--- src/verilog/tdh_pkg.sv ---
// Purpose: Shared constants and types for the tone decoder host port.
// Assumes: One system clock; serial pins arrive asynchronously.
// Notes:   Command codes, register field positions and reset values are collected here.
package tdh_pkg;

  // ----------------------------------------------------------------
  // List geometry
  // ----------------------------------------------------------------
  localparam int TONES   = 32;
  localparam int LISTS   = 2;
  localparam int IDX_W   = 5;
  localparam int CNT_W   = 6;
  localparam int FREQ_W  = 16;
  localparam int GRP_W   = 2;
  localparam int FREQ_MIN_HZ = 280;
  localparam int FREQ_MAX_HZ = 3500;
  localparam logic [CNT_W-1:0] CNT_FULL = 6'h20;

  // ----------------------------------------------------------------
  // Address/command bytes
  // ----------------------------------------------------------------
  localparam logic [7:0] CMD_RESET     = 8'h01;
  localparam logic [7:0] CMD_CONTROL   = 8'h30;
  localparam logic [7:0] CMD_GENERAL   = 8'h33;
  localparam logic [7:0] CMD_TONE_WR   = 8'h34;
  localparam logic [7:0] CMD_STATUS_RD = 8'h38;
  localparam logic [7:0] CMD_RESULT_RD = 8'h39;

  // ----------------------------------------------------------------
  // Field positions and reset values
  // ----------------------------------------------------------------
  localparam int CTL_RAM_SEL_BIT = 7;
  localparam int CTL_OPM_LSB     = 0;
  localparam logic [1:0] OPM_CLEAR = 2'h3;
  localparam int GEN_G1_BIT      = 7;
  localparam int GEN_G2_BIT      = 6;
  localparam logic [7:0] CTL_RESET = 8'h00;
  localparam logic [7:0] GEN_RESET = 8'h00;
  localparam logic [1:0] TONE_WR_LAST = 2'h2;
  localparam logic [2:0] BIT_LAST  = 3'h7;

  // ----------------------------------------------------------------
  // Types
  // ----------------------------------------------------------------
  typedef enum logic [1:0] {PH_CMD, PH_DATA, PH_REPLY, PH_IDLE} tdh_phase_t;
  typedef enum logic {SC_IDLE, SC_RUN} tdh_scan_t;

  typedef struct packed {
    logic [GRP_W-1:0]  grp;   // bit0 group one, bit1 group two
    logic [FREQ_W-1:0] freq;
  } tdh_entry_t;

  typedef struct packed {
    logic              valid;
    logic              present;
    logic [FREQ_W-1:0] freq;
  } tdh_meas_t;

  typedef struct packed {
    logic              decoded;
    logic [GRP_W-1:0]  grp;
    logic [IDX_W-1:0]  idx;
  } tdh_result_t;

  typedef struct packed {
    logic             en;
    logic             list;
    logic [IDX_W-1:0] idx;
    tdh_entry_t       entry;
  } tdh_wr_t;

  typedef struct packed {
    tdh_entry_t [LISTS-1:0][TONES-1:0] mem;
  } tdh_ram_t;

endpackage : tdh_pkg

--- src/verilog/tdh_tone_ram.sv ---
// Purpose: Two independent tone lists held in flip-flops.
// Assumes: Writes come from the host port, one entry per cycle.
// Notes:   Read is combinational from the flops; contents survive soft reset.
`timescale 1ns/1ps
module tdh_tone_ram (
  input  wire logic                  clk_sys,
  input  wire logic                  rst_b,
  input  wire tdh_pkg::tdh_wr_t      wr,
  input  wire logic                  rd_list,
  input  wire logic [4:0]            rd_idx,
  output tdh_pkg::tdh_entry_t        rd_entry
);

  tdh_pkg::tdh_ram_t s_reg;
  tdh_pkg::tdh_ram_t s_next;

  always_comb begin
    s_next = s_reg;
    if (wr.en) begin
      s_next.mem[wr.list][wr.idx] = wr.entry;
    end
  end

  always_ff @(posedge clk_sys or negedge rst_b) begin
    if (!rst_b) begin
      s_reg <= '0;
    end else begin
      s_reg <= s_next;
    end
  end

  assign rd_entry = s_reg.mem[rd_list][rd_idx];

  a_write_lands: assert property (@(posedge clk_sys) disable iff (!rst_b)
    wr.en |=> s_reg.mem[$past(wr.list)][$past(wr.idx)] == $past(wr.entry))
    else $error("tone entry not stored in chosen list");

endmodule : tdh_tone_ram

--- src/verilog/tdh_host_port.sv ---
// Purpose: Device side of the four-wire serial host port of a tone decoder.
// Assumes: Serial pins are asynchronous; decode engine shares clk_sys.
// Notes:   Serial clock must be well below clk_sys/4 for edge sampling.
`timescale 1ns/1ps

// Summary of operation
// - Command bytes shift in eight bits, most significant first.
// - Reply bytes shift out on serial clock only while select is low.
// - Reply output is high impedance unless a reply bit is being sent.
// - Select high ends or aborts a sequence; select low starts one.
// - Pending interrupt is shown by pulling the interrupt line low.
// - Interrupt line is open drain: pull low or release.
// - Every change of decode state raises an interrupt.
// - Status and result replies give decode state, tone index and group.
// - Each list stores up to thirty-two tones, filled in arrival order.
// - Two independent lists; control bit picks the active one.
// - Each entry carries membership in group one, two or both.
// - Only entries of the enabled group can match.
// - General bits seven and six enable group one and group two.
module tdh_host_port (
  input  wire logic                clk_sys,
  input  wire logic                rst_b,
  input  wire logic                serial_clk,
  input  wire logic                cmd_data,
  input  wire logic                bus_select_low,
  output logic                     reply_data_o,
  output logic                     reply_data_oe_b,
  output logic                     host_interrupt_low_o,
  output logic                     host_interrupt_low_oe_b,
  input  wire tdh_pkg::tdh_meas_t  meas,
  output logic                     active_list,
  output logic                     fast_slow
);

  typedef struct packed {
    logic                                  sclk_s1;
    logic                                  sclk_s2;
    logic                                  sclk_s3;
    logic                                  sd_s1;
    logic                                  sd_s2;
    logic                                  sel_s1;
    logic                                  sel_s2;
    tdh_pkg::tdh_phase_t                   phase;
    logic [2:0]                            bitcnt;
    logic [7:0]                            shin;
    logic [7:0]                            cmd;
    logic [1:0]                            bytecnt;
    logic [1:0]                            grp_hold;
    logic [7:0]                            fhi;
    logic [7:0]                            rsh;
    logic [7:0]                            control;
    logic [7:0]                            general;
    logic [tdh_pkg::LISTS-1:0][5:0]        cnt;
    logic                                  full;
    tdh_pkg::tdh_wr_t                      wr;
    tdh_pkg::tdh_scan_t                    scan;
    logic [4:0]                            scan_idx;
    logic [15:0]                           mfreq;
    tdh_pkg::tdh_result_t                  result;
    logic                                  int_pending;
  } tdh_state_t;

  tdh_state_t           s_reg;
  tdh_state_t           s_next;
  tdh_pkg::tdh_entry_t  rd_entry;
  logic                 rise;
  logic                 elig;
  logic                 fin;
  logic                 status_rd;
  tdh_pkg::tdh_result_t fres;
  logic [7:0]           nb;
  logic                 lsel;

  // ----------------------------------------------------------------
  // Tone lists
  // ----------------------------------------------------------------
  tdh_tone_ram tdh_tone_ram_inst (
    .clk_sys  (clk_sys),
    .rst_b    (rst_b),
    .wr       (s_reg.wr),
    .rd_list  (s_reg.control[tdh_pkg::CTL_RAM_SEL_BIT]),
    .rd_idx   (s_reg.scan_idx),
    .rd_entry (rd_entry)
  );

  assign rise = s_reg.sclk_s2 & ~s_reg.sclk_s3;
  assign lsel = s_reg.control[tdh_pkg::CTL_RAM_SEL_BIT];
  // Group gate from the general register group enable bits
  assign elig = (s_reg.general[tdh_pkg::GEN_G1_BIT] & rd_entry.grp[0]) |
                (s_reg.general[tdh_pkg::GEN_G2_BIT] & rd_entry.grp[1]);

  // ----------------------------------------------------------------
  // Next state
  // ----------------------------------------------------------------
  always_comb begin
    s_next    = s_reg;
    fin       = 1'b0;
    status_rd = 1'b0;
    fres      = '0;
    nb        = {s_reg.shin[6:0], s_reg.sd_s2};
    s_next.sclk_s1 = serial_clk;
    s_next.sclk_s2 = s_reg.sclk_s1;
    s_next.sclk_s3 = s_reg.sclk_s2;
    s_next.sd_s1   = cmd_data;
    s_next.sd_s2   = s_reg.sd_s1;
    s_next.sel_s1  = bus_select_low;
    s_next.sel_s2  = s_reg.sel_s1;
    s_next.wr.en   = 1'b0;

    if (s_reg.sel_s2) begin
      // Select high: finish or abort, next low starts clean
      s_next.phase   = tdh_pkg::PH_CMD;
      s_next.bitcnt  = 3'h0;
      s_next.bytecnt = 2'h0;
    end else if (rise) begin
      s_next.shin   = nb;
      s_next.bitcnt = s_reg.bitcnt + 3'h1;
      if (s_reg.phase == tdh_pkg::PH_REPLY) begin
        s_next.rsh = {s_reg.rsh[6:0], 1'b0};
      end
      if (s_reg.bitcnt == tdh_pkg::BIT_LAST) begin
        case (s_reg.phase)
          tdh_pkg::PH_CMD: begin
            s_next.cmd   = nb;
            s_next.phase = tdh_pkg::PH_DATA;
            case (nb)
              tdh_pkg::CMD_RESET: begin
                // Lists and counts are kept; write registers and the full flag clear
                s_next.control = tdh_pkg::CTL_RESET;
                s_next.general = tdh_pkg::GEN_RESET;
                s_next.full    = 1'b0;
                s_next.phase   = tdh_pkg::PH_IDLE;
              end
              tdh_pkg::CMD_CONTROL, tdh_pkg::CMD_GENERAL, tdh_pkg::CMD_TONE_WR: begin
                s_next.phase = tdh_pkg::PH_DATA;
              end
              tdh_pkg::CMD_STATUS_RD: begin
                s_next.rsh   = {s_reg.result.decoded, s_reg.full, s_reg.cnt[lsel]};
                s_next.phase = tdh_pkg::PH_REPLY;
                status_rd    = 1'b1;
              end
              tdh_pkg::CMD_RESULT_RD: begin
                s_next.rsh   = {s_reg.result.grp, 1'b0, s_reg.result.idx};
                s_next.phase = tdh_pkg::PH_REPLY;
              end
              default: begin
                s_next.phase = tdh_pkg::PH_IDLE;
              end
            endcase
          end
          tdh_pkg::PH_DATA: begin
            case (s_reg.cmd)
              tdh_pkg::CMD_CONTROL: begin
                s_next.control = nb;
                s_next.phase   = tdh_pkg::PH_IDLE;
                if (nb[tdh_pkg::CTL_OPM_LSB +: 2] == tdh_pkg::OPM_CLEAR) begin
                  s_next.cnt[nb[tdh_pkg::CTL_RAM_SEL_BIT]] = 6'h00;
                  s_next.full = 1'b0;
                end
              end
              tdh_pkg::CMD_GENERAL: begin
                s_next.general = nb;
                s_next.phase   = tdh_pkg::PH_IDLE;
              end
              tdh_pkg::CMD_TONE_WR: begin
                // Entries stream in threes: group, freq high, freq low
                s_next.bytecnt = s_reg.bytecnt + 2'h1;
                if (s_reg.bytecnt == 2'h0) begin
                  s_next.grp_hold = nb[1:0];
                end else if (s_reg.bytecnt == 2'h1) begin
                  s_next.fhi = nb;
                end else begin
                  s_next.bytecnt = 2'h0;
                  if (s_reg.cnt[lsel] < tdh_pkg::CNT_FULL) begin
                    s_next.wr.en    = 1'b1;
                    s_next.wr.list  = lsel;
                    s_next.wr.idx   = s_reg.cnt[lsel][4:0];
                    s_next.wr.entry = {s_reg.grp_hold, s_reg.fhi, nb};
                    s_next.cnt[lsel] = s_reg.cnt[lsel] + 6'h01;
                    s_next.full     = (s_reg.cnt[lsel] + 6'h01) == tdh_pkg::CNT_FULL;
                  end
                end
              end
              default: begin
                s_next.phase = tdh_pkg::PH_IDLE;
              end
            endcase
          end
          tdh_pkg::PH_REPLY: begin
            s_next.phase = tdh_pkg::PH_IDLE;
          end
          default: begin
            s_next.phase = tdh_pkg::PH_IDLE;
          end
        endcase
      end
    end

    // Sequential list scan; new measurements are ignored until it ends
    case (s_reg.scan)
      tdh_pkg::SC_IDLE: begin
        if (meas.valid) begin
          if (meas.present) begin
            s_next.scan     = tdh_pkg::SC_RUN;
            s_next.scan_idx = 5'h00;
            s_next.mfreq    = meas.freq;
          end else begin
            fin = 1'b1;
          end
        end
      end
      tdh_pkg::SC_RUN: begin
        if ({1'b0, s_reg.scan_idx} >= s_reg.cnt[lsel]) begin
          fin         = 1'b1;
          s_next.scan = tdh_pkg::SC_IDLE;
        end else if (elig && rd_entry.freq == s_reg.mfreq) begin
          fin          = 1'b1;
          fres.decoded = 1'b1;
          fres.grp     = rd_entry.grp;
          fres.idx     = s_reg.scan_idx;
          s_next.scan  = tdh_pkg::SC_IDLE;
        end else if (s_reg.scan_idx == 5'h1F) begin
          fin         = 1'b1;
          s_next.scan = tdh_pkg::SC_IDLE;
        end else begin
          s_next.scan_idx = s_reg.scan_idx + 5'h01;
        end
      end
      default: begin
        s_next.scan = tdh_pkg::SC_IDLE;
      end
    endcase

    // Clear by status read first so a same-cycle change still sets
    if (status_rd) begin
      s_next.int_pending = 1'b0;
    end
    if (fin) begin
      s_next.result = fres;
      if (fres != s_reg.result) begin
        s_next.int_pending = 1'b1;
      end
    end
  end

  always_ff @(posedge clk_sys or negedge rst_b) begin
    if (!rst_b) begin
      s_reg         <= '0;
      s_reg.sclk_s1 <= 1'b1;
      s_reg.sclk_s2 <= 1'b1;
      s_reg.sclk_s3 <= 1'b1;
      s_reg.sel_s1  <= 1'b1;
      s_reg.sel_s2  <= 1'b1;
    end else begin
      s_reg <= s_next;
    end
  end

  // ----------------------------------------------------------------
  // Pins
  // ----------------------------------------------------------------
  assign reply_data_o    = s_reg.rsh[7];
  assign reply_data_oe_b = ~((s_reg.phase == tdh_pkg::PH_REPLY) & ~s_reg.sel_s2);
  assign host_interrupt_low_o    = 1'b0;
  assign host_interrupt_low_oe_b = ~s_reg.int_pending;
  assign active_list = lsel;
  assign fast_slow   = s_reg.control[6];

  // ----------------------------------------------------------------
  // Checks
  // ----------------------------------------------------------------
  a_shift_in_msb: assert property (@(posedge clk_sys) disable iff (!rst_b)
    (rise && !s_reg.sel_s2) |=> s_reg.shin == {$past(s_reg.shin[6:0]), $past(s_reg.sd_s2)})
    else $error("command bit not shifted in msb first");

  a_hold_no_edge: assert property (@(posedge clk_sys) disable iff (!rst_b)
    (!rise && s_reg.scan == tdh_pkg::SC_IDLE) |=> $stable(s_reg.shin) && $stable(s_reg.rsh))
    else $error("serial shifter moved without a clock edge");

  a_reply_shift: assert property (@(posedge clk_sys) disable iff (!rst_b)
    (rise && !s_reg.sel_s2 && s_reg.phase == tdh_pkg::PH_REPLY)
      |=> reply_data_o == $past(s_reg.rsh[6]))
    else $error("reply bit did not advance on clock");

  a_reply_hiz: assert property (@(posedge clk_sys) disable iff (!rst_b)
    (s_reg.phase != tdh_pkg::PH_REPLY || s_reg.sel_s2) |-> reply_data_oe_b)
    else $error("reply driven outside a reply");

  a_select_abort: assert property (@(posedge clk_sys) disable iff (!rst_b)
    s_reg.sel_s2 |=> s_reg.phase == tdh_pkg::PH_CMD && s_reg.bitcnt == 3'h0)
    else $error("select high did not restart sequence");

  a_int_on_change: assert property (@(posedge clk_sys) disable iff (!rst_b)
    (fin && fres != s_reg.result) |=> !host_interrupt_low_oe_b && !host_interrupt_low_o)
    else $error("decode change raised no interrupt");

  a_int_release: assert property (@(posedge clk_sys) disable iff (!rst_b)
    (status_rd && !fin) |=> host_interrupt_low_oe_b)
    else $error("status read did not release interrupt");

  a_int_holds: assert property (@(posedge clk_sys) disable iff (!rst_b)
    (s_reg.int_pending && !status_rd) |=> s_reg.int_pending)
    else $error("interrupt dropped before status read");

  a_group_match: assert property (@(posedge clk_sys) disable iff (!rst_b)
    (fin && fres.decoded) |-> elig ##1 s_reg.result.decoded)
    else $error("tone matched outside enabled group");

  a_list_fill: assert property (@(posedge clk_sys) disable iff (!rst_b)
    s_reg.wr.en |-> s_reg.cnt[s_reg.wr.list] == {1'b0, s_reg.wr.idx} + 6'h01)
    else $error("list write out of fill order");

endmodule : tdh_host_port

--- config.mk ---
export PLATFORM = sky130hd
export DESIGN_NAME = tdh_host_port
export DESIGN_NICKNAME = d
export VERILOG_FILES = /design/src/verilog/tdh_pkg.sv /design/src/verilog/tdh_tone_ram.sv /design/src/verilog/tdh_host_port.sv
export SDC_FILE = /design/constraint.sdc
export NUM_CORES = 2
export LEC_CHECK = 0
export BUFFER_PORTS_ARGS = -buffer_cell sky130_fd_sc_hd__buf_2
export CORE_UTILIZATION = 40
export CTS_BUF_LIST = sky130_fd_sc_hd__clkbuf_16
export DETAILED_ROUTE_END_ITERATION = 16
export SYNTH_ARGS = -nofsm -noshare
export SYNTH_HDL_FRONTEND = slang
export SYNTH_SLANG_ARGS = --single-unit
--- constraint.sdc ---
create_clock -name clk_sys -period 8.03 [get_ports clk_sys]
set_clock_uncertainty 0.05 [all_clocks]
set_input_delay 1.606 -clock clk_sys [delete_from_list [all_inputs] [get_ports clk_sys]]
set_output_delay 1.606 -clock clk_sys [all_outputs]
set_load 0.005 [all_outputs]
Word-level counts from Yosys, hierarchy flattened
Cells that the tools add are included.
Storage, ports and cells
  bits in registers: 1285
  word-level logic and storage cells: 329
Cells by class
  bitwise operators: 14
  multiplexer cells: 76
  eq/ne operators: 36
  $add $sub $neg: 4
  $lt $le $gt $ge: 11
  reduce and logical (&&, ||, !) cells: 28
Operators with widths (count)
  $mux W576: 3
  $bwmux W1152: 1
  $demux W576 S1: 1
  $mux W38: 3
  $mux W95: 1
  $bmux W18 S5: 1
  $demux W18 S5: 1
  $mux W82: 1
  $mux W8: 10
  $mux W25: 3
  $eq A8 B6 Y1 const B: 8
  $mux W22: 2
  $mux W12: 3
  $mux W18: 2
  $pmux W16 S2: 1
  $pmux W13 S2: 1
  $mux W6: 4
  $mux W5: 4
  $ne A2 B2 Y1 const B: 9
  $reduce_and A6 Y1: 3
  $mux W1: 17
  $eq A16 B16 Y1: 1
  $mux W16: 1
  $pmux W8 S2: 1
  45 further kinds: 87

Logic depth before layout (Yosys ltp)
  depth after elaboration: 13
  gate-level depth with buffers: 21
  depth with buffers taken out: 12

By module
Synthesis repeated with hierarchy kept, for this count alone.
Second synthesis, totals
  cell total of the unflattened synthesis: 3834
  area total of the unflattened synthesis: 58095.7 sq um
By module, submodules not included
  tdh_tone_ram: area an instance 52504.1 sq um, sequential area each 28827.6 sq um, cells an instance 3304, times used 1
  tdh_host_port: area an instance 5591.6 sq um, sequential area each 3009.1 sq um, cells an instance 530, times used 1

Worst setup path before layout
OpenSTA, ideal clock, no wires.
  kind: reg-to-reg
  from: register s_reg (netlist bit active_list)
  to: register s_reg[1] (netlist name)
  arrival time: 4.174 ns
  required time: 7.887 ns
  stages on the path, launching flop included: 22
  clock period less this slack: 4.317 ns
  buffers on the path: 9
  slack: 3.713 ns
  cells stage by stage: dfrtp_1 buf_6 buf_8 buf_6 buf_6 buf_4 buf_4 buf_2 buf_2 mux2i_1 inv_1 ha_1 nand2b_1 a21o_1 a21o_1 a21o_1 a21oi_1 o21a_1 nor2b_1 o21ai_2 buf_6 o221ai_1
On the way
  cells in the longest elaborated chain, start to end: 10
  elaborated cells on any way between the ends: 18
  classes of those cells: order compare (1); eq/ne (1); mux (12); bitwise (3); reduce/logical (1)
Ends and longest elaborated chain
  from (decl): RTL line tdh_host_port.sv:63  | tdh_state_t s_reg;
  from (signal assigned): RTL line tdh_host_port.sv:255  | s_reg <= s_next;
  parallel branches: the longest is 10 deep, another holds $mux W576
Several ways; the timed one is not identified. The select of a mux whose other input is x is not followed.
A chain may end at the register's enable or synchronous reset.

Worst setup path after layout
  from: register s_reg[25] (netlist name)
  to: register s_reg[6] (netlist name)
On the way
  cells in the longest elaborated chain, start to end: 8
  elaborated cells on any way between the ends: 16
  classes of those cells: order compare (1); eq/ne (2); mux (9); bitwise (3); reduce/logical (1)
Ends and longest elaborated chain
  parallel branches: the longest is 8 deep, another holds $bmux W18 S5
Several ways; the timed one is not identified. The select of a mux whose other input is x is not followed.

==> metrics.txt <==
# TYPE chip_impl_metric gauge
chip_impl_info{name="outcome",value="finished, final reports clean"} 1
chip_impl_metric{name="finalCritPeriodShare",unit=""} 0.6993
chip_impl_metric{name="maximum_fanout_count_along_the_critical_path",unit=""} 39
chip_impl_metric{name="flow.area_growth_from_synthesis",unit="%"} 11.09
chip_impl_metric{name="cts.clk_slew.worst_paths",unit="ns"} 0.06
chip_impl_metric{name="die_height",unit="µm"} 384.4
chip_impl_metric{name="grt_overflow_total",unit=""} 0
chip_impl_metric{name="clk_latency",unit="ns"} 0.79
chip_impl_info{name="critical_path.top_delay_family",value="compound AO/OA/AOI/OAI gates"} 1
chip_impl_metric{name="post_cts.resized_instances",unit=""} 0
chip_impl_info{name="cp-startpoint",value="s_reg[25]"} 1
chip_impl_metric{name="peakVddDrop",unit="µV"} 187.0
chip_impl_metric{name="synth-async-reset-ratio",unit=""} 1.000
chip_impl_info{name="crit_slowest_cell",value="dfrtp_4"} 1
chip_impl_info{name="r2r-end",value="s_reg[6]"} 1
chip_impl_metric{name="setup_viol",unit=""} 0
chip_impl_metric{name="postSynthNetCount",unit=""} 4028
chip_impl_metric{name="cpPeakStageDelay",unit="ns"} 0.92
chip_impl_metric{name="place.detailed.instances",unit=""} 5697
chip_impl_info{name="critical_path.most_common_cell",value="buf_4"} 1
chip_impl_metric{name="setup_slack",unit="ns"} 2.415
chip_impl_metric{name="floorplan.rows",unit=""} 139
chip_impl_metric{name="final.fill_count",unit=""} 12970
chip_impl_metric{name="port-buffer-count",unit=""} 27
chip_impl_info{name="synth_flop_cell",value="dfrtp_1"} 1
chip_impl_metric{name="drt_wl_total",unit="µm"} 168100
chip_impl_metric{name="area_of_the_mapped_netlist",unit="µm²"} 58480
chip_impl_info{name="worst_setup_path_end_kind",value="flop"} 1
chip_impl_metric{name="unique_masters_post_synth",unit=""} 77
chip_impl_metric{name="clock_sink_total",unit=""} 1272
chip_impl_metric{name="detail_route.drc_violations",unit=""} 0
chip_impl_metric{name="floorplan.io_pins",unit=""} 29
chip_impl_metric{name="number_of_vias_per_cell_after_detailed_routing",unit=""} 5.906
chip_impl_metric{name="first_global_vias",unit=""} 35410
chip_impl_metric{name="dpl.hpwl",unit="µm"} 102300
chip_impl_info{name="worst_hold_startpoint",value="s_next[126]"} 1
chip_impl_metric{name="post-route-min-period",unit="ns"} 5.615
chip_impl_metric{name="timing.max_slew.rel_slack",unit=""} 0.1855
chip_impl_info{name="ctsRootBufferMaster",value="clkbuf_16"} 1
chip_impl_metric{name="dp_slack",unit="ns"} 2.588
chip_impl_metric{name="cp_data_arrival_time",unit="ns"} 6.19
chip_impl_metric{name="max-clock-path-buffers",unit=""} 3
chip_impl_metric{name="drive_gt1_frac",unit=""} 0.4568
chip_impl_metric{name="instances_no_fill",unit=""} 5950
chip_impl_metric{name="synth.avg_cell_area",unit="µm²"} 14.64
chip_impl_metric{name="number_of_cts_inserted_buffers",unit=""} 142
chip_impl_metric{name="design.die.area",unit="µm²"} 147700
chip_impl_metric{name="drt_pre_antenna_iters",unit=""} 5
chip_impl_info{name="timing.critical_path.from_type",value="flop"} 1
chip_impl_metric{name="r2r_cells",unit=""} 11
chip_impl_metric{name="detail_route.wl_per_cell",unit="µm"} 28.25
chip_impl_metric{name="finalSetupTns",unit="ns"} 0
chip_impl_metric{name="maxCapViolations",unit=""} 0
chip_impl_metric{name="max_freq",unit="MHz"} 178.1
chip_impl_metric{name="multi_input_area",unit="µm²"} 25130
chip_impl_info{name="path_class",value="flop to flop"} 1
chip_impl_metric{name="cts-hold-fix-buffers",unit=""} 0
chip_impl_metric{name="final_max_slew_viol_count",unit=""} 0
chip_impl_metric{name="core_area",unit="µm²"} 144400
chip_impl_info{name="clock_tree_from_tritoncts",value="yes"} 1
chip_impl_metric{name="fin_nets",unit=""} 3972
chip_impl_metric{name="remaining_number_of_nets_flagged_by_the_antenna_check_after_routing",unit=""} 0
chip_impl_metric{name="rrSetupSlack",unit="ns"} 2.41
chip_impl_metric{name="initial_antenna_violation_count",unit=""} 5
chip_impl_metric{name="hold-path-cell-count",unit=""} 0
chip_impl_info{name="setup_repair_after_global_routing_missed_its_margin",value="no"} 1
chip_impl_info{name="final_common_cell",value="dfrtp_1"} 1
chip_impl_metric{name="timing.critical_path.required",unit="ns"} 8.61
chip_impl_metric{name="synthesis.instances",unit=""} 3994
chip_impl_metric{name="grt_pass1_wl",unit="µm"} 251400
chip_impl_info{name="highest_count_cells_in_the_layout_ignoring_fill_and_taps",value="dfrtp_1, mux2_2, mux4_2, mux2i_1, clkbuf_16"} 1
chip_impl_info{name="regToRegStartpoint",value="s_reg[25]"} 1
chip_impl_metric{name="worstPathBufferInverterCount",unit=""} 2
chip_impl_info{name="min_path_type",value="flop to flop"} 1
chip_impl_metric{name="post-cts-setup-buffer-count",unit=""} 0
chip_impl_info{name="holdPathEnd",value="s_reg[126]"} 1
chip_impl_metric{name="drt-initial-drc-count",unit=""} 3084
chip_impl_metric{name="p_per_area",unit="nW/µm²"} 198.7
chip_impl_metric{name="floorplan.initialDensity",unit=""} 0.4052
chip_impl_metric{name="area.sequential",unit="µm²"} 31880
chip_impl_metric{name="max_ffs_per_register",unit=""} 1152
chip_impl_metric{name="cts_max_level",unit=""} 4
chip_impl_metric{name="ys_ff_latch",unit=""} 1272
chip_impl_metric{name="synth_edf_count",unit=""} 0
chip_impl_metric{name="chipWidth",unit="µm"} 384.4
chip_impl_metric{name="gpl.final_weighted_congestion",unit=""} 0.8987
chip_impl_metric{name="synthesis.yosys.warnings",unit=""} 0
chip_impl_metric{name="hold_viol",unit=""} 0
chip_impl_metric{name="vias",unit=""} 35140
chip_impl_info{name="crit_path_cell_trace",value="buf_4, buf_4, mux4_1, mux2i_1, nor2_1, a2bb2oi_1, mux2_2, a2111oi_0, or3b_1, o21ai_2, o221ai_1"} 1
chip_impl_metric{name="yosysSeqAreaShare",unit=""} 0.5444
chip_impl_metric{name="worst_pin_slew",unit="ns"} 1.219
chip_impl_metric{name="grtUsageTotal",unit=""} 0.2307
chip_impl_metric{name="cellLeakagePower",unit="nW"} 29.99
chip_impl_metric{name="grt_max_degree",unit=""} 171
[cell usage after synthesis (6+ instances only)]
cell | instances | area, µm²
dfrtp_1 | 1267 | 31710
mux2_2 | 1228 | 13830
clkbuf_1 | 248 | 930.9
mux4_2 | 190 | 4279
mux2i_1 | 181 | 1812
nand2_1 | 135 | 506.7
nor2_1 | 86 | 322.8
a21oi_1 | 49 | 245.2
o21ai_0 | 48 | 240.2
o221ai_1 | 41 | 359.1
o22ai_1 | 39 | 244.0
buf_2 | 38 | 190.2
buf_4 | 28 | 210.2
a221oi_1 | 27 | 236.5
a22oi_1 | 26 | 195.2
inv_1 | 25 | 93.84
buf_6 | 17 | 191.4
mux4_1 | 17 | 446.7
nor2b_1 | 17 | 106.4
nor3_1 | 17 | 85.08
xnor2_1 | 17 | 148.9
nand3_1 | 16 | 80.08
a211o_1 | 15 | 131.4
and3_1 | 13 | 81.33
nand2b_1 | 13 | 81.33
a211oi_1 | 11 | 82.58
and2_1 | 11 | 68.82
ha_1 | 11 | 137.6
nand3b_1 | 10 | 75.07
nor4_1 | 10 | 62.56
xor2_1 | 10 | 87.58
a221o_1 | 9 | 90.09
nand4_1 | 8 | 50.05
a22o_1 | 7 | 61.31
o211ai_1 | 7 | 52.55
or3_1 | 7 | 43.79
buf_1 | 6 | 22.52
or3b_2 | 6 | 52.55
[final cells by class]
type                       instances  share of cell area
clock inverter                   104             0.01050
sequential                      1272              0.4906
multi-input combinational       2353              0.3867
inverter                          26            0.001502
clock buffer                     145             0.05585
tap                             1903             0.03665
timing repair buffer             143             0.01802
antenna                            4           0.0001541
[routing by layer]
layer  global-route usage  up-vias  share of wire
li1                     -    14700              -
met1               0.3382    19260           0.46
met2               0.3510      958           0.46
met3              0.04016      227          0.053
met4              0.06452        2          0.025
met5                    0        -       0.000077
[metrics by stage]
stage / total power (W) / hold slack, ns / cell area [µm²] / utilization
floorplan: 0.006680 / 0.2812 / 58480 / -
global placement: 0.006911 / 0.2958 / 60650 / 0.4202
detailed placement: 0.006913 / 0.2968 / 60650 / 0.4202
CTS: 0.01306 / 0.3009 / 64960 / 0.4500
global route: 0.01334 / 0.3086 / 64960 / 0.4500
finish: 0.01291 / 0.3012 / 64970 / 0.4501
[how the worst max path moves through the flow]
stage                 to  slack [ns]  depth (start not counted)
5_1_grt         s_reg[7]        2.24                         11
3_3_place_gp   s_reg[25]        2.60                         11
2_1_floorplan   s_reg[1]        3.71                         21
4_1_cts         s_reg[6]        2.57                         11
6_report        s_reg[6]        2.41                         11
3_5_place_dp    s_reg[6]        2.59                         11
[worst reg2reg max path, stage by stage (launching register included)]
cell and delay (ns):
dfrtp_4 0.92, buf_4 0.70, buf_4 0.55, mux4_1 0.63
mux2i_1 0.38, nor2_1 0.09, a2bb2oi_1 0.19, mux2_2 0.30
a2111oi_0 0.46, or3b_1 0.49, o21ai_2 0.50, o221ai_1 0.21
[cell families after synthesis]
family / Yosys count / share of synthesized area
other: 1 / 0.00006412
AND/OR/NAND/NOR: 377 / 0.03209
flip-flops: 1272 / 0.5444
buffers and inverters: 369 / 0.02967
adder cells (fa/ha/maj): 11 / 0.002353
XOR/XNOR: 27 / 0.004043
multiplexers: 1616 / 0.3482
AO/OA/AOI/OAI: 321 / 0.03919
[where the power goes]
part / switching, W / total, W / internal [W]
Combinational: 0.000186 / 0.000255 / 0.0000683
Sequential: 0.000100 / 0.00654 / 0.00644
Clock: 0.00269 / 0.00612 / 0.00343
Total: 0.00297 / 0.0129 / 0.00994
Power figures use the tool's default switching activity.
